**config.mk**
```make
export PLATFORM = sky130hd
export DESIGN_NAME = arbi_top
export DESIGN_NICKNAME = d
export VERILOG_FILES = /design/src/logic/arbi_pkg.sv /design/src/logic/arbi_result_store.sv /design/src/logic/arbi_top.sv
export VERILOG_INCLUDE_DIRS = /design/src /design/src/logic
export SDC_FILE = /design/constraint.sdc
export NUM_CORES = 1
export LEC_CHECK = 0
export BUFFER_PORTS_ARGS = -buffer_cell sky130_fd_sc_hd__buf_2
export CORE_MARGIN = 5
export CORE_UTILIZATION = 59
export DETAILED_ROUTE_END_ITERATION = 7
export PLACE_DENSITY = 0.81
export SLEW_MARGIN = 0
export SYNTH_ARGS = -nofsm -noshare
export SYNTH_HDL_FRONTEND = slang
export SYNTH_SLANG_ARGS = --single-unit
```
**constraint.sdc**
```tcl
create_clock -name CLK_SYS_I -period 4.22 [get_ports CLK_SYS_I]
set_input_delay 0.633 -clock CLK_SYS_I [delete_from_list [all_inputs] [get_ports CLK_SYS_I]]
set_output_delay 0.633 -clock CLK_SYS_I [all_outputs]
set_load 0.05 [all_outputs]
```
**src/logic/arbi_defines.svh**
```systemverilog
/*
 constants for the result bus interface of the integrating converter.
 assumes inclusion by bare name from logic/ sources.
*/
`ifndef ARBI_DEFINES_SVH
`define ARBI_DEFINES_SVH
`define ARBI_DIV_COUNT      2'h3
`define ARBI_ZERO_CYCLES    10'h0f6
`define ARBI_SIGNAL_CYCLES  10'h100
`define ARBI_DEINT_CYCLES   10'h30a
`define ARBI_RESULT_W       16
`define ARBI_SEL_RESET      1'h0
`define ARBI_HIGH_RESET     1'h1
`define ARBI_SYNC_RESET     7'h7c
`endif

```
**src/logic/arbi_pkg.sv**
```systemverilog
/*
 types for the result bus interface.
 assumes nothing of its surroundings.
*/
`default_nettype none
package arbi_pkg;
	typedef enum logic [1:0] {ARBI_IDLE, ARBI_ZERO, ARBI_SIGNAL, ARBI_DEINT} arbi_phase_t;
	typedef enum logic [1:0] {ARBI_BYTE_LOW, ARBI_BYTE_HIGH, ARBI_BYTE_FLAGS} arbi_byte_t;
endpackage : arbi_pkg
`default_nettype wire

```
**src/logic/arbi_result_store.sv**
```systemverilog
/*
 result latch: holds the finished conversion word, read data from a register.
 assumes one clock domain shared with the top.
*/
`timescale 1ns/1ps
`default_nettype none
`include "arbi_defines.svh"
module arbi_result_store
(
	input  wire logic                      clk_i,
	input  wire logic                      rst_n_i,
	input  wire logic                      wr_en_i,
	input  wire logic [`ARBI_RESULT_W-1:0] wr_data_i,
	input  wire logic                      wr_ovr_i,
	output logic      [`ARBI_RESULT_W-1:0] rd_data_o,
	output logic                           rd_ovr_o
);
	always_ff @(posedge clk_i)
	begin
		if (!rst_n_i)
		begin
			rd_data_o <= '0;
			rd_ovr_o  <= 1'h0;
		end
		else if (wr_en_i)
		begin
			rd_data_o <= wr_data_i;
			rd_ovr_o  <= wr_ovr_i;
		end
	end
endmodule : arbi_result_store
`default_nettype wire

```
**src/logic/arbi_top.sv**
```systemverilog
/*
 host-side digital interface of the integrating converter: selects, strobes,
 byte steering, busy flag and conversion phase sequencing.
 assumes pin inputs asynchronous; result magnitude, sign and overrange come
 from the analog section through plain inputs.
*/
`timescale 1ns/1ps
`default_nettype none
`include "arbi_defines.svh"
module arbi_top
(
	input  wire logic        CLK_SYS_I,
	input  wire logic        RST_N_I,
	input  wire logic        CHIP_SEL_I,
	input  wire logic        CHIP_EN_N_I,
	input  wire logic        CONVERT_N_I,
	input  wire logic        READ_N_I,
	input  wire logic        RUN_CONT_I,
	input  wire logic        SIGN_FLAG_SELECT_I,
	input  wire logic        BYTE_SEL_LOW_I,
	input  wire logic [14:0] MAG_I,
	input  wire logic        POL_I,
	input  wire logic        OVR_I,
	output logic      [7:0]  DATA_O,
	output logic      [7:0]  DATA_OE_O,
	output logic             BUSY_O
);
	////////////////////////////////////////////////////////////////////////////
	// pin synchronisers; floating pins resolved by pad pulls outside
	logic [6:0] sync1;
	logic [6:0] sync2;
	always_ff @(posedge CLK_SYS_I)
	begin
		if (!RST_N_I)
		begin
			sync1 <= `ARBI_SYNC_RESET;
			sync2 <= `ARBI_SYNC_RESET;
		end
		else
		begin
			sync1 <= {SIGN_FLAG_SELECT_I, BYTE_SEL_LOW_I, READ_N_I, CONVERT_N_I, CHIP_EN_N_I, RUN_CONT_I, CHIP_SEL_I};
			sync2 <= sync1;
		end
	end
	logic sel;
	logic cont;
	logic rd_n;
	logic wr_n;
	logic byte_low;
	logic sflag;
	assign sel      = sync2[0] & ~sync2[2];
	assign cont     = sync2[1];
	assign wr_n     = sync2[3];
	assign rd_n     = sync2[4];
	assign byte_low = sync2[5];
	assign sflag    = sync2[6];

	////////////////////////////////////////////////////////////////////////////
	// divide by four tick for conversion counters
	logic [1:0] div;
	logic       tick;
	always_ff @(posedge CLK_SYS_I)
	begin
		if (!RST_N_I)
			div <= 2'h0;
		else
			div <= div + 2'h1;
	end
	assign tick = (div == `ARBI_DIV_COUNT);

	////////////////////////////////////////////////////////////////////////////
	// conversion phases
	arbi_pkg::arbi_phase_t phase;
	logic [9:0]            cnt;
	logic                  start_req;
	logic                  done;
	logic                  wr_seen;
	always_ff @(posedge CLK_SYS_I)
	begin
		if (!RST_N_I)
			wr_seen <= 1'h0;
		else if (!cont && sel && !wr_n)
			wr_seen <= 1'h1;
		else if (phase == arbi_pkg::ARBI_ZERO)
			wr_seen <= 1'h0;
	end
	assign start_req = cont | wr_seen;
	assign done      = tick && phase == arbi_pkg::ARBI_DEINT && cnt == `ARBI_DEINT_CYCLES - 10'h1;
	always_ff @(posedge CLK_SYS_I)
	begin
		if (!RST_N_I)
		begin
			phase <= arbi_pkg::ARBI_IDLE;
			cnt   <= 10'h0;
		end
		else if (tick)
		begin
			cnt <= cnt + 10'h1;
			unique case (phase)
				arbi_pkg::ARBI_IDLE:
				begin
					cnt <= 10'h0;
					if (start_req)
						phase <= arbi_pkg::ARBI_ZERO;
				end
				arbi_pkg::ARBI_ZERO:
					if (cnt == `ARBI_ZERO_CYCLES - 10'h1)
					begin
						cnt   <= 10'h0;
						phase <= arbi_pkg::ARBI_SIGNAL;
					end
				arbi_pkg::ARBI_SIGNAL:
					if (cnt == `ARBI_SIGNAL_CYCLES - 10'h1)
					begin
						cnt   <= 10'h0;
						phase <= arbi_pkg::ARBI_DEINT;
					end
				arbi_pkg::ARBI_DEINT:
					if (cnt == `ARBI_DEINT_CYCLES - 10'h1)
					begin
						cnt   <= 10'h0;
						phase <= cont ? arbi_pkg::ARBI_ZERO : arbi_pkg::ARBI_IDLE;
					end
			endcase
		end
	end
	always_ff @(posedge CLK_SYS_I)
	begin
		if (!RST_N_I)
			BUSY_O <= 1'h0;
		else if (done)
			BUSY_O <= 1'h0;
		else if (tick && phase == arbi_pkg::ARBI_SIGNAL && cnt == `ARBI_SIGNAL_CYCLES - 10'h1)
			BUSY_O <= 1'h1;
	end

	////////////////////////////////////////////////////////////////////////////
	// result latch
	logic [15:0] res;
	logic        res_ovr;
	arbi_result_store u_store
	(
		.clk_i     (CLK_SYS_I),
		.rst_n_i   (RST_N_I),
		.wr_en_i   (done),
		.wr_data_i ({POL_I, MAG_I}),
		.wr_ovr_i  (OVR_I),
		.rd_data_o (res),
		.rd_ovr_o  (res_ovr)
	);

	////////////////////////////////////////////////////////////////////////////
	// continuous mode byte sequencer
	arbi_pkg::arbi_byte_t seq;
	logic                 rd_prev;
	always_ff @(posedge CLK_SYS_I)
	begin
		if (!RST_N_I)
			rd_prev <= 1'h1;
		else
			rd_prev <= rd_n;
	end
	always_ff @(posedge CLK_SYS_I)
	begin
		if (!RST_N_I || !cont)
			seq <= arbi_pkg::ARBI_BYTE_LOW;
		else if (sel && rd_n && !rd_prev)
		begin
			unique case (seq)
				arbi_pkg::ARBI_BYTE_LOW:   seq <= arbi_pkg::ARBI_BYTE_HIGH;
				arbi_pkg::ARBI_BYTE_HIGH:  seq <= arbi_pkg::ARBI_BYTE_FLAGS;
				arbi_pkg::ARBI_BYTE_FLAGS: seq <= arbi_pkg::ARBI_BYTE_LOW;
				default:                   seq <= arbi_pkg::ARBI_BYTE_LOW;
			endcase
		end
	end

	////////////////////////////////////////////////////////////////////////////
	// data steering and drive
	logic [7:0] next_data;
	always_comb
	begin
		if (cont)
		begin
			unique case (seq)
				arbi_pkg::ARBI_BYTE_LOW:   next_data = res[7:0];
				arbi_pkg::ARBI_BYTE_HIGH:  next_data = {1'h0, res[14:8]};
				default:                   next_data = {res[15], res_ovr, 6'h0};
			endcase
		end
		else if (byte_low)
			next_data = res[7:0];
		else
			next_data = {sflag ? res_ovr : res[15], res[14:8]};
	end
	always_ff @(posedge CLK_SYS_I)
	begin
		if (!RST_N_I)
		begin
			DATA_O    <= 8'h00;
			DATA_OE_O <= 8'h00;
		end
		else
		begin
			DATA_O    <= next_data;
			DATA_OE_O <= {8{sel & ~rd_n}};
		end
	end

	////////////////////////////////////////////////////////////////////////////
	// checks
	drive_gate_a: assert property (@(posedge CLK_SYS_I) disable iff (!RST_N_I)
		DATA_OE_O[0] |-> $past(sel) && !$past(rd_n))
		else $error("data driven while not selected for read");
	sel_and_a: assert property (@(posedge CLK_SYS_I) disable iff (!RST_N_I)
		!sync2[0] |-> !sel)
		else $error("select honoured while chip select low");
	conv_gate_a: assert property (@(posedge CLK_SYS_I) disable iff (!RST_N_I)
		$rose(wr_seen) |-> $past(sync2[0]) && !$past(sync2[2]) && !$past(cont))
		else $error("convert taken while not selected");
	flag_line_a: assert property (@(posedge CLK_SYS_I) disable iff (!RST_N_I)
		!cont && !byte_low && sflag |=> DATA_O[7] == $past(res_ovr))
		else $error("overrange not on top data line");
	busy_rise_a: assert property (@(posedge CLK_SYS_I) disable iff (!RST_N_I)
		$rose(BUSY_O) |-> phase == arbi_pkg::ARBI_DEINT && cnt == 10'h0)
		else $error("busy rose outside deintegrate start");
	busy_fall_a: assert property (@(posedge CLK_SYS_I) disable iff (!RST_N_I)
		done |=> !BUSY_O)
		else $error("busy not low after completion");
	idle_quiet_a: assert property (@(posedge CLK_SYS_I) disable iff (!RST_N_I)
		phase == arbi_pkg::ARBI_IDLE |-> !BUSY_O)
		else $error("busy high while idle");
	tick_rate_a: assert property (@(posedge CLK_SYS_I) disable iff (!RST_N_I)
		tick |=> !tick ##1 !tick ##1 !tick ##1 tick)
		else $error("counter tick not every fourth clock");
	cont_run_a: assert property (@(posedge CLK_SYS_I) disable iff (!RST_N_I)
		cont && phase == arbi_pkg::ARBI_IDLE && tick |=> phase == arbi_pkg::ARBI_ZERO)
		else $error("continuous mode did not start");
	seq_wrap_a: assert property (@(posedge CLK_SYS_I) disable iff (!RST_N_I)
		$past(cont) && cont && $past(seq) == arbi_pkg::ARBI_BYTE_FLAGS && $changed(seq)
		|-> seq == arbi_pkg::ARBI_BYTE_LOW)
		else $error("byte sequence did not wrap");
	byte_pick_a: assert property (@(posedge CLK_SYS_I) disable iff (!RST_N_I)
		!cont && byte_low && $stable(res) |=> DATA_O == $past(res[7:0]))
		else $error("low byte not presented");
endmodule : arbi_top
`default_nettype wire

```
==> impl_metrics.toml, run 1 <==
[floorplanning]
core_mm2 = 0.00406
initial_utilization_pct = 61.3
rows = 23
io-pin-count = 43
dieWidth_um = 74.9
dieArea_mm2 = 0.00561
fp.dieH_um = 74.9

[cells_and_area]
multi_input_area_mm2 = 0.00119
antennaDiodeCount = 0
stdcell_area_mm2 = 0.00287
layout.cells.non_filler = 345
ff_latch_area_mm2 = 0.00118
layout-drive-gt1-share_pct = 22.4
area_growth_pct = 15.4
finalNetCount = 323
fillers = 322

[clock_tree]
max-clock-path-buffers = 2
cts_max_level = 3
cts_setup_buffers = 0
cts.clk_slew.worst_paths_ns = 0.07
cts_buffers = 9
cts_hold_buf = 0
cts_sinks = 59
cts-root-buf = "clkbuf_8"
cts_resized = 0
insertion_delay_ns = 0.34
cts_tree = "built"

[worst_setup_path]
critPathKind = "register to register"
crit_fanout = 11
cp.required_ns = 4.44
end_kind = "register"
worst_setup_path_start_kind = "register"
worstPathArrival_ns = 3.01

[sta]
clock_skew_ns = 0.00614
maxSlewHeadroom_pct = 16.1
setup_tns_ns = 0
tightest_slew_ns = 1.25
setup_viol = 0
final.period_utilization_pct = 66.0
finalHoldViolCount = 0
rsz0062_at_grt = "no"
final.min_clock_period_ns = 2.79
max_freq_ghz = 0.359
slew_viol_final = 0

[logic_synthesis]
ys_seq_area_share_pct = 47.5
synthArstFlopShare_pct = 0
synth_top_area_share_pct = 47.5
synthTopCellsByCount = "59 x dfxtp_1, 27 x nor2b_1, 20 x mux2i_1"
syn_area_mm2 = 0.00249
synth.most_common_cell = "dfxtp_1"
yosys.area.top_type = "dfxtp_1"
yosys_register_bits = 59
synth-main-ff-cell = "dfxtp_1"
postSynthAreaPerCell_um2 = 9.83
syn_inst = 253
synth_fp_nets = 286
ys_types = 44
yosys_warnings = 0
synth_enable_flop_cells = 0
synth_area_leaders = "dfxtp_1 47%, mux2i_1 8.0%, nor2b_1 6.8%, ha_1 3.5%, nand2b_1 3.3%"

[drt]
drt-wirelength-per-cell_um = 13.4
wl_um = 4630
via_count = 1845
first_iter_violations = 81
dr.pass1.iters = 4
drc = 0
ant_nets = 0
viasPerCell = 5.35

[power_and_ir_drop]
clkPwrFrac_pct = 44.9
p_seq_share_pct = 51.5
p_per_area_mw_per_mm2 = 385
ir_drop_mv = 0.269
p_leak_uw = 0.00122
intPower_uw = 871
power_switching_share_pct = 21.2
p_switching_uw = 234
share_comb_of_total_power_pct = 3.6

[grt]
grt-ovfl-total = 0
grt_usage_pct = 19.1
grt_pass1_wl_um = 7980
grt_pass1_vias = 1839
grt_max_degree = 52
antenna_found_initial = 0

[placement]
gp_congestion = 0.869
dp_hpwl_um = 3190
post-place-cells = 329
place.port_buffers = 42
place_area_mm2 = 0.00268

[min_path]
worstHoldPathType = "register to register"

[run]
maxCapViolCount = 0

[status]
status = "finished clean"
worst max-delay path, stage by stage, from the launching register on:
cell     delay (ns)
dfxtp_1        0.34
or4_4          0.54
o31a_1         0.35
o31ai_1        1.03
nor3_1         0.10
a211o_1        0.30
state kept, by name, indices dropped and copies added, names as in the netlist, 2 cells and up:
| register | count |
|---|---|
| DATA_O | 8 |
| cnt | 10 |
| div | 2 |
| phase | 2 |
| sync1 | 7 |
| sync2 | 7 |
| u_store.rd_data_o | 16 |
| seq | 2 |
layout by cell type, fill, tap and decap left out, drive strengths merged, types with 2 or more instances in the layout:
cell,n
dfxtp,59
mux2,2
and2,7
o21ai,10
nand2b,13
nor2,8
ha,7
a21oi,3
o31ai,4
nor3,3
or3,2
nand2,14
a31oi,3
or4,3
o211a,4
buf,43
clkbuf,11
nor2b,27
a21o,4
and3,4
inv,7
nand3,8
mux2i,20
clkinv,3
nor3b,3
a22oi,7
power by group through the flow:
stage / Sequential, uW / Combinational (uW) / Clock (uW)
floorplan: 582 / 22.2 / 0
CTS: 570 / 39.8 / 508
detailed placement: 582 / 39.6 / 0
global route: 570 / 43.9 / 547
global placement: 582 / 39.0 / 0
finish: 570 / 39.3 / 496
metal layers:
layer  track usage, %  share of wire [%]  up-vias
met2             30.9                 49       46
met4             6.92               0.88        0
met5                0                  0        -
met3             9.48                6.0        5
li1                 -                  -      949
met1             21.8                 44      845
cell families after synthesis:
kind of cell	count (synthesis)	synth area share (%)
adders and majority gates	7	3.52
DFF	59	47.5
AOI/OAI and AO/OA	41	11.6
muxes	22	8.95
and+or+nand+nor	99	23.1
buffers and inverters	24	4.93
xor gates and xnor gates	1	0.352
area by class of cell:
cell class | instances | share of cell area (%)
flip-flops and latches | 59 | 41.1
clock buffers | 11 | 4.92
inverters | 7 | 0.915
clock inverters | 5 | 1.83
multi-input cells | 170 | 41.4
repair buffers | 43 | 7.58
well taps | 50 | 2.18
path summary, 6_finish.rpt:
path              startpoint  endpoint  slack, ns  depth (start not counted)
setup / recovery      cnt[4]    cnt[7]       1.43                          5
setup reg to reg      cnt[4]    cnt[7]       1.43                          5
hold / removal      sync1[5]  sync2[5]       0.40                          1
hold reg to reg     sync1[5]  sync2[5]       0.40                          1
through the flow:
stage / hold WS [ns] / total power, uW / worst slack (ns) / utilization [%]
finish: 0.401 / 1110 / 1.43 / 70.8
global route: 0.424 / 1160 / 1.28 / 70.8
CTS: 0.404 / 1120 / 1.46 / 70.8
detailed placement: 0.396 / 622 / 1.50 / 66.0
global placement: 0.391 / 621 / 1.55 / 66.0
floorplan: 0.386 / 604 / 2.17 / -
Note: power is estimated with default switching activity, not from simulation.
==> run 2, diff against run 1 <==
--- a/config.mk
+++ b/config.mk
@@ -8,9 +8,9 @@
 export LEC_CHECK = 0
 export BUFFER_PORTS_ARGS = -buffer_cell sky130_fd_sc_hd__buf_2
 export CORE_MARGIN = 5
-export CORE_UTILIZATION = 59
+export CORE_UTILIZATION = 50
 export DETAILED_ROUTE_END_ITERATION = 7
-export PLACE_DENSITY = 0.81
+export PLACE_DENSITY = 0.73
 export SLEW_MARGIN = 0
 export SYNTH_ARGS = -nofsm -noshare
 export SYNTH_HDL_FRONTEND = slang
==> constraint.sdc (replaced) <==
create_clock -name CLK_SYS_I -period 2.23 [get_ports CLK_SYS_I]
set_input_delay 0.3345 -clock CLK_SYS_I [delete_from_list [all_inputs] [get_ports CLK_SYS_I]]
set_output_delay 0.3345 -clock CLK_SYS_I [all_outputs]
set_load 0.05 [all_outputs]
==> impl_metrics.toml, run 2 (synthesized netlist as in run 1, its figures left out) <==
[sta]
tightest_slew_ns = 0.497
max_freq_ghz = 0.465
final.min_clock_period_ns = 2.15
final.period_utilization_pct = 96.5
slew_viol_final = 0
setup_viol = 0
maxSlewHeadroom_pct = 66.8
setup_tns_ns = 0
clock_skew_ns = 0.00927
finalHoldViolCount = 0

[power_and_ir_drop]
ir_drop_mv = 0.505
p_per_area_mw_per_mm2 = 751
p_leak_uw = 0.00125

[clock_tree]
insertion_delay_ns = 0.33
cts-root-buf = "clkbuf_8"
max-clock-path-buffers = 2
cts_sinks = 59
cts_tree = "built"
cts_hold_buf = 0
cts_buffers = 9
cts.clk_slew.worst_paths_ns = 0.07
cts_max_level = 3

[worst_setup_path]
worst_setup_path_start_kind = "register"
path_cells = "or4_4 -> o31a_1 -> or4_4 -> o21ai_1 -> o211a_1"
path_delay_family = "simple AND/OR/NAND/NOR gates"
crit_slowest_cell = "or4_4"
worstPathArrival_ns = 2.43
cpMostUsedCell = "or4_4"
cp.required_ns = 2.51
ff2ff_setup_slack_ns = 0.08
crit_fanout = 5
critPathKind = "register to register"
worst-path-buf-inv = 0
max_stage_delay_ns = 0.55
end_kind = "register"

[placement]
post-place-cells = 348
dp_hpwl_um = 3370
gp_congestion = 0.840
place.port_buffers = 42

[drt]
dr.pass1.iters = 4
via_count = 1857
drt-wirelength-per-cell_um = 13.1
ant_nets = 0
drc = 0
wl_um = 4810
viasPerCell = 5.07
first_iter_violations = 86

[run]
maxCapViolCount = 0

[grt]
grt-ovfl-total = 0
grt_pass1_wl_um = 8000
grt_pass1_vias = 1838
grt_usage_pct = 16.0
antenna_found_initial = 0
grt_max_degree = 36

[cells_and_area]
regMostFlops = "u_store.rd_data_o"
ff_latch_area_mm2 = 0.00118
fillers = 412
multi_input_area_mm2 = 0.00121
largest_register_ff_count = 16
layout.cells.non_filler = 366
final_common_cell = "dfxtp_1"
top_regs = "u_store.rd_data_o: 16 flops, cnt: 10 flops, DATA_O: 8 flops"
mostFrequentLayoutCells = "59 x dfxtp_1, 42 x buf_2, 27 x nor2b_1, 20 x mux2i_1, 14 x nand2_1"
antennaDiodeCount = 0
area_growth_pct = 20.2
finalNetCount = 327
layout-drive-gt1-share_pct = 24.4

[floorplanning]
rows = 25
core_mm2 = 0.00479
initial_utilization_pct = 52.0
fp.dieH_um = 80.5
io-pin-count = 43
dieArea_mm2 = 0.00649
dieWidth_um = 80.5

[status]
status = "finished clean"

[min_path]
worstHoldPathType = "primary input to register"
## run 2: where the power goes
group | leakage (uW) | switching [uW] | total [uW] | internal, uW
combinational | 0.000654 | 36.1 | 74.6 | 38.5
sequential | 0.000479 | 6.76 | 1080 | 1070
clock | 0.000113 | 405 | 1090 | 689
## run 2: final timing paths
| path | startpoint | endpoint | cells past startpoint |
|---|---|---|---|
| min reg2reg | sync1[3] | sync2[3] | 1 |
| max reg2reg | cnt[4] | phase[0] | 5 |
| min | READ_N_I | sync1[4] | 2 |
| max | cnt[4] | phase[0] | 5 |
## run 2: through the flow
stage	util (%)	power [uW]	setup slack (ns)	instance area [um2]	hold slack (ns)
6_report	62.5	2250	0.0788	2990	0.184
5_1_grt	62.5	2320	-0.0120	2990	0.173
4_1_cts	61.7	2260	0.0862	2950	0.170
3_5_place_dp	57.0	1180	0.111	2730	0.392
3_3_place_gp	57.0	1180	0.152	2730	0.389
2_1_floorplan	-	1140	0.179	2490	0.386
## run 2: what timing repair did
action / 4_1_cts / 5_1_grt
resized for setup: 0 / 3
endpoints found under the hold margin: 0 / 0
buffers inserted: 0 / 1
endpoints found under the setup margin: 0 / 2
## run 2: worst register-to-register path, cell delays in order, from the launching register on
cell	delay, ns
dfxtp_1	0.35
or4_4	0.55
o31a_1	0.35
or4_4	0.55
o21ai_1	0.15
o211a_1	0.15
## run 2: routing by layer
layer | track usage, % | up-vias | part of all wire, %
met1 | 18.7 | 848 | 44
li1 | - | 959 | -
met4 | 9.97 | 0 | 1.5
met3 | 4.48 | 8 | 4.3
met2 | 25.8 | 42 | 50
met5 | 0 | - | 0
## run 2: area by class of cell
| cell class | instances | area share (%) |
|---|---|---|
| clock buffers | 12 | 5.19 |
| multi-input cells | 170 | 40.4 |
| repair buffers | 47 | 8.83 |
| clock inverters | 4 | 2.43 |
| inverters | 7 | 0.879 |
| flip-flops and latches | 59 | 39.5 |
| well taps | 67 | 2.80 |
==> run 3, diff against run 2 <==
--- a/config.mk
+++ b/config.mk
@@ -8,9 +8,9 @@
 export LEC_CHECK = 0
 export BUFFER_PORTS_ARGS = -buffer_cell sky130_fd_sc_hd__buf_2
 export CORE_MARGIN = 5
-export CORE_UTILIZATION = 50
+export CORE_UTILIZATION = 59
 export DETAILED_ROUTE_END_ITERATION = 7
-export PLACE_DENSITY = 0.73
+export PLACE_DENSITY = 0.81
 export SLEW_MARGIN = 0
 export SYNTH_ARGS = -nofsm -noshare
 export SYNTH_HDL_FRONTEND = slang
==> constraint.sdc (replaced) <==
create_clock -name CLK_SYS_I -period 2.75 [get_ports CLK_SYS_I]
set_input_delay 0.4125 -clock CLK_SYS_I [delete_from_list [all_inputs] [get_ports CLK_SYS_I]]
set_output_delay 0.4125 -clock CLK_SYS_I [all_outputs]
set_load 0.05 [all_outputs]
==> impl_metrics.toml, run 3 (synthesized netlist as in run 1, its figures left out) <==
[worst_setup_path]
crit_slowest_cell = "or4_4"
end_kind = "register"
max_stage_delay_ns = 0.55
path_cells = "or4_4 -> o31a_1 -> or4_4 -> o21ai_1 -> o211a_1"
worst-path-buf-inv = 0
critPathKind = "register to register"
cpMostUsedCell = "or4_4"
worstPathArrival_ns = 2.41
ff2ff_setup_slack_ns = 0.62
cp.required_ns = 3.03
worst_setup_path_start_kind = "register"
crit_fanout = 5
path_delay_family = "simple AND/OR/NAND/NOR gates"

[cells_and_area]
area_growth_pct = 16.1
final_util_pct = 71.2
layout-drive-gt1-share_pct = 22.6
final_common_cell = "dfxtp_1"
antennaDiodeCount = 0
regMostFlops = "u_store.rd_data_o"
largest_register_ff_count = 16
finalNetCount = 325
top_regs = "u_store.rd_data_o: 16 flops, cnt: 10 flops, DATA_O: 8 flops"
mostFrequentLayoutCells = "59 x dfxtp_1, 42 x buf_2, 27 x nor2b_1, 20 x mux2i_1, 14 x nand2_1"

[floorplanning]
fp.dieH_um = 74.9
io-pin-count = 43
rows = 23
dieWidth_um = 74.9
core_mm2 = 0.00406
dieArea_mm2 = 0.00561
initial_utilization_pct = 61.3

[status]
status = "finished clean"

[clock_tree]
cts_tree = "built"
cts_hold_buf = 0
cts_sinks = 59
cts_max_level = 3
cts.clk_slew.worst_paths_ns = 0.06
cts_resized = 0
insertion_delay_ns = 0.33
cts_setup_buffers = 0
cts_buffers = 9
max-clock-path-buffers = 2
cts-root-buf = "clkbuf_8"

[drt]
first_iter_violations = 130
ant_nets = 0
wl_um = 4840
dr.pass1.iters = 4
viasPerCell = 5.38
drc = 0
drt-wirelength-per-cell_um = 13.9
via_count = 1867

[sta]
clock_skew_ns = 0.00608
max_freq_ghz = 0.470
final.min_clock_period_ns = 2.13
setup_tns_ns = 0
final.period_utilization_pct = 77.4
rsz0062_at_grt = "no"
maxSlewHeadroom_pct = 64.0
setup_viol = 0
slew_viol_final = 0
finalHoldViolCount = 0
tightest_slew_ns = 0.539

[power_and_ir_drop]
p_per_area_mw_per_mm2 = 591
p_leak_uw = 0.00122
ir_drop_mv = 0.556

[run]
maxCapViolCount = 0

[grt]
grt_max_degree = 51
grtUsageMet2_pct = 32.4
grt_busiest_layer = "met2"
grt_usage_pct = 20.2
grt_pass1_vias = 1917
grt_pass1_wl_um = 8450
grt-ovfl-total = 0
grt_util_met1_pct = 22.4
use_met3_pct = 10.5
antenna_found_initial = 0

[placement]
place.port_buffers = 42
dp_hpwl_um = 3410
gp_congestion = 0.844

[min_path]
worstHoldPathType = "primary input to register"
## run 3: where the power goes
part           switching, uW  internal (uW)
Clock                    329            442
Combinational           30.1           31.3
Sequential              6.20            868
## run 3: worst paths after layout
path,from,endpoint,cells past startpoint
worst min register to register,sync1[5],sync2[5],1
worst max register to register,cnt[4],phase[0],5
worst min-delay path,BYTE_SEL_LOW_I,sync1[5],2
worst max-delay path,cnt[4],phase[0],5
## run 3: routing by layer
layer / share of wire [%] / vias up / wire length (um)
met2: 48 / 58 / 2310
met4: 1.7 / 0 / 80
met3: 7.9 / 7 / 382
li1: - / 953 / -
met5: 0 / - / 0
met1: 43 / 849 / 2070
## run 3: worst reg2reg max path: stages (launching register included)
cell and delay [ns]:
dfxtp_1 0.34, or4_4 0.55, o31a_1 0.34, or4_4 0.55, o21ai_1 0.15, o211a_1 0.15
## run 3: through the flow
stage | power [uW] | instance area, um2 | setup WS, ns | hold slack [ns] | std cells
6_report | 1710 | 2890 | 0.621 | 0.252 | 347
5_1_grt | 1780 | 2890 | 0.512 | 0.238 | 347
4_1_cts | 1720 | 2890 | 0.618 | 0.238 | 347
3_5_place_dp | 955 | 2690 | 0.634 | 0.394 | 331
3_3_place_gp | 953 | 2690 | 0.664 | 0.388 | 331
2_1_floorplan | 927 | 2490 | 0.699 | 0.386 | 253
## run 3: layout make-up
| cell class | instances | area [um2] |
|---|---|---|
| clock buffers | 12 | 145 |
| clock inverters | 4 | 50.0 |
| fillers | 321 | 1170 |
| inverters | 7 | 26.3 |
| multi-input cells | 170 | 1190 |
| flip-flops and latches | 59 | 1180 |
| well taps | 50 | 62.6 |
| repair buffers | 45 | 233 |
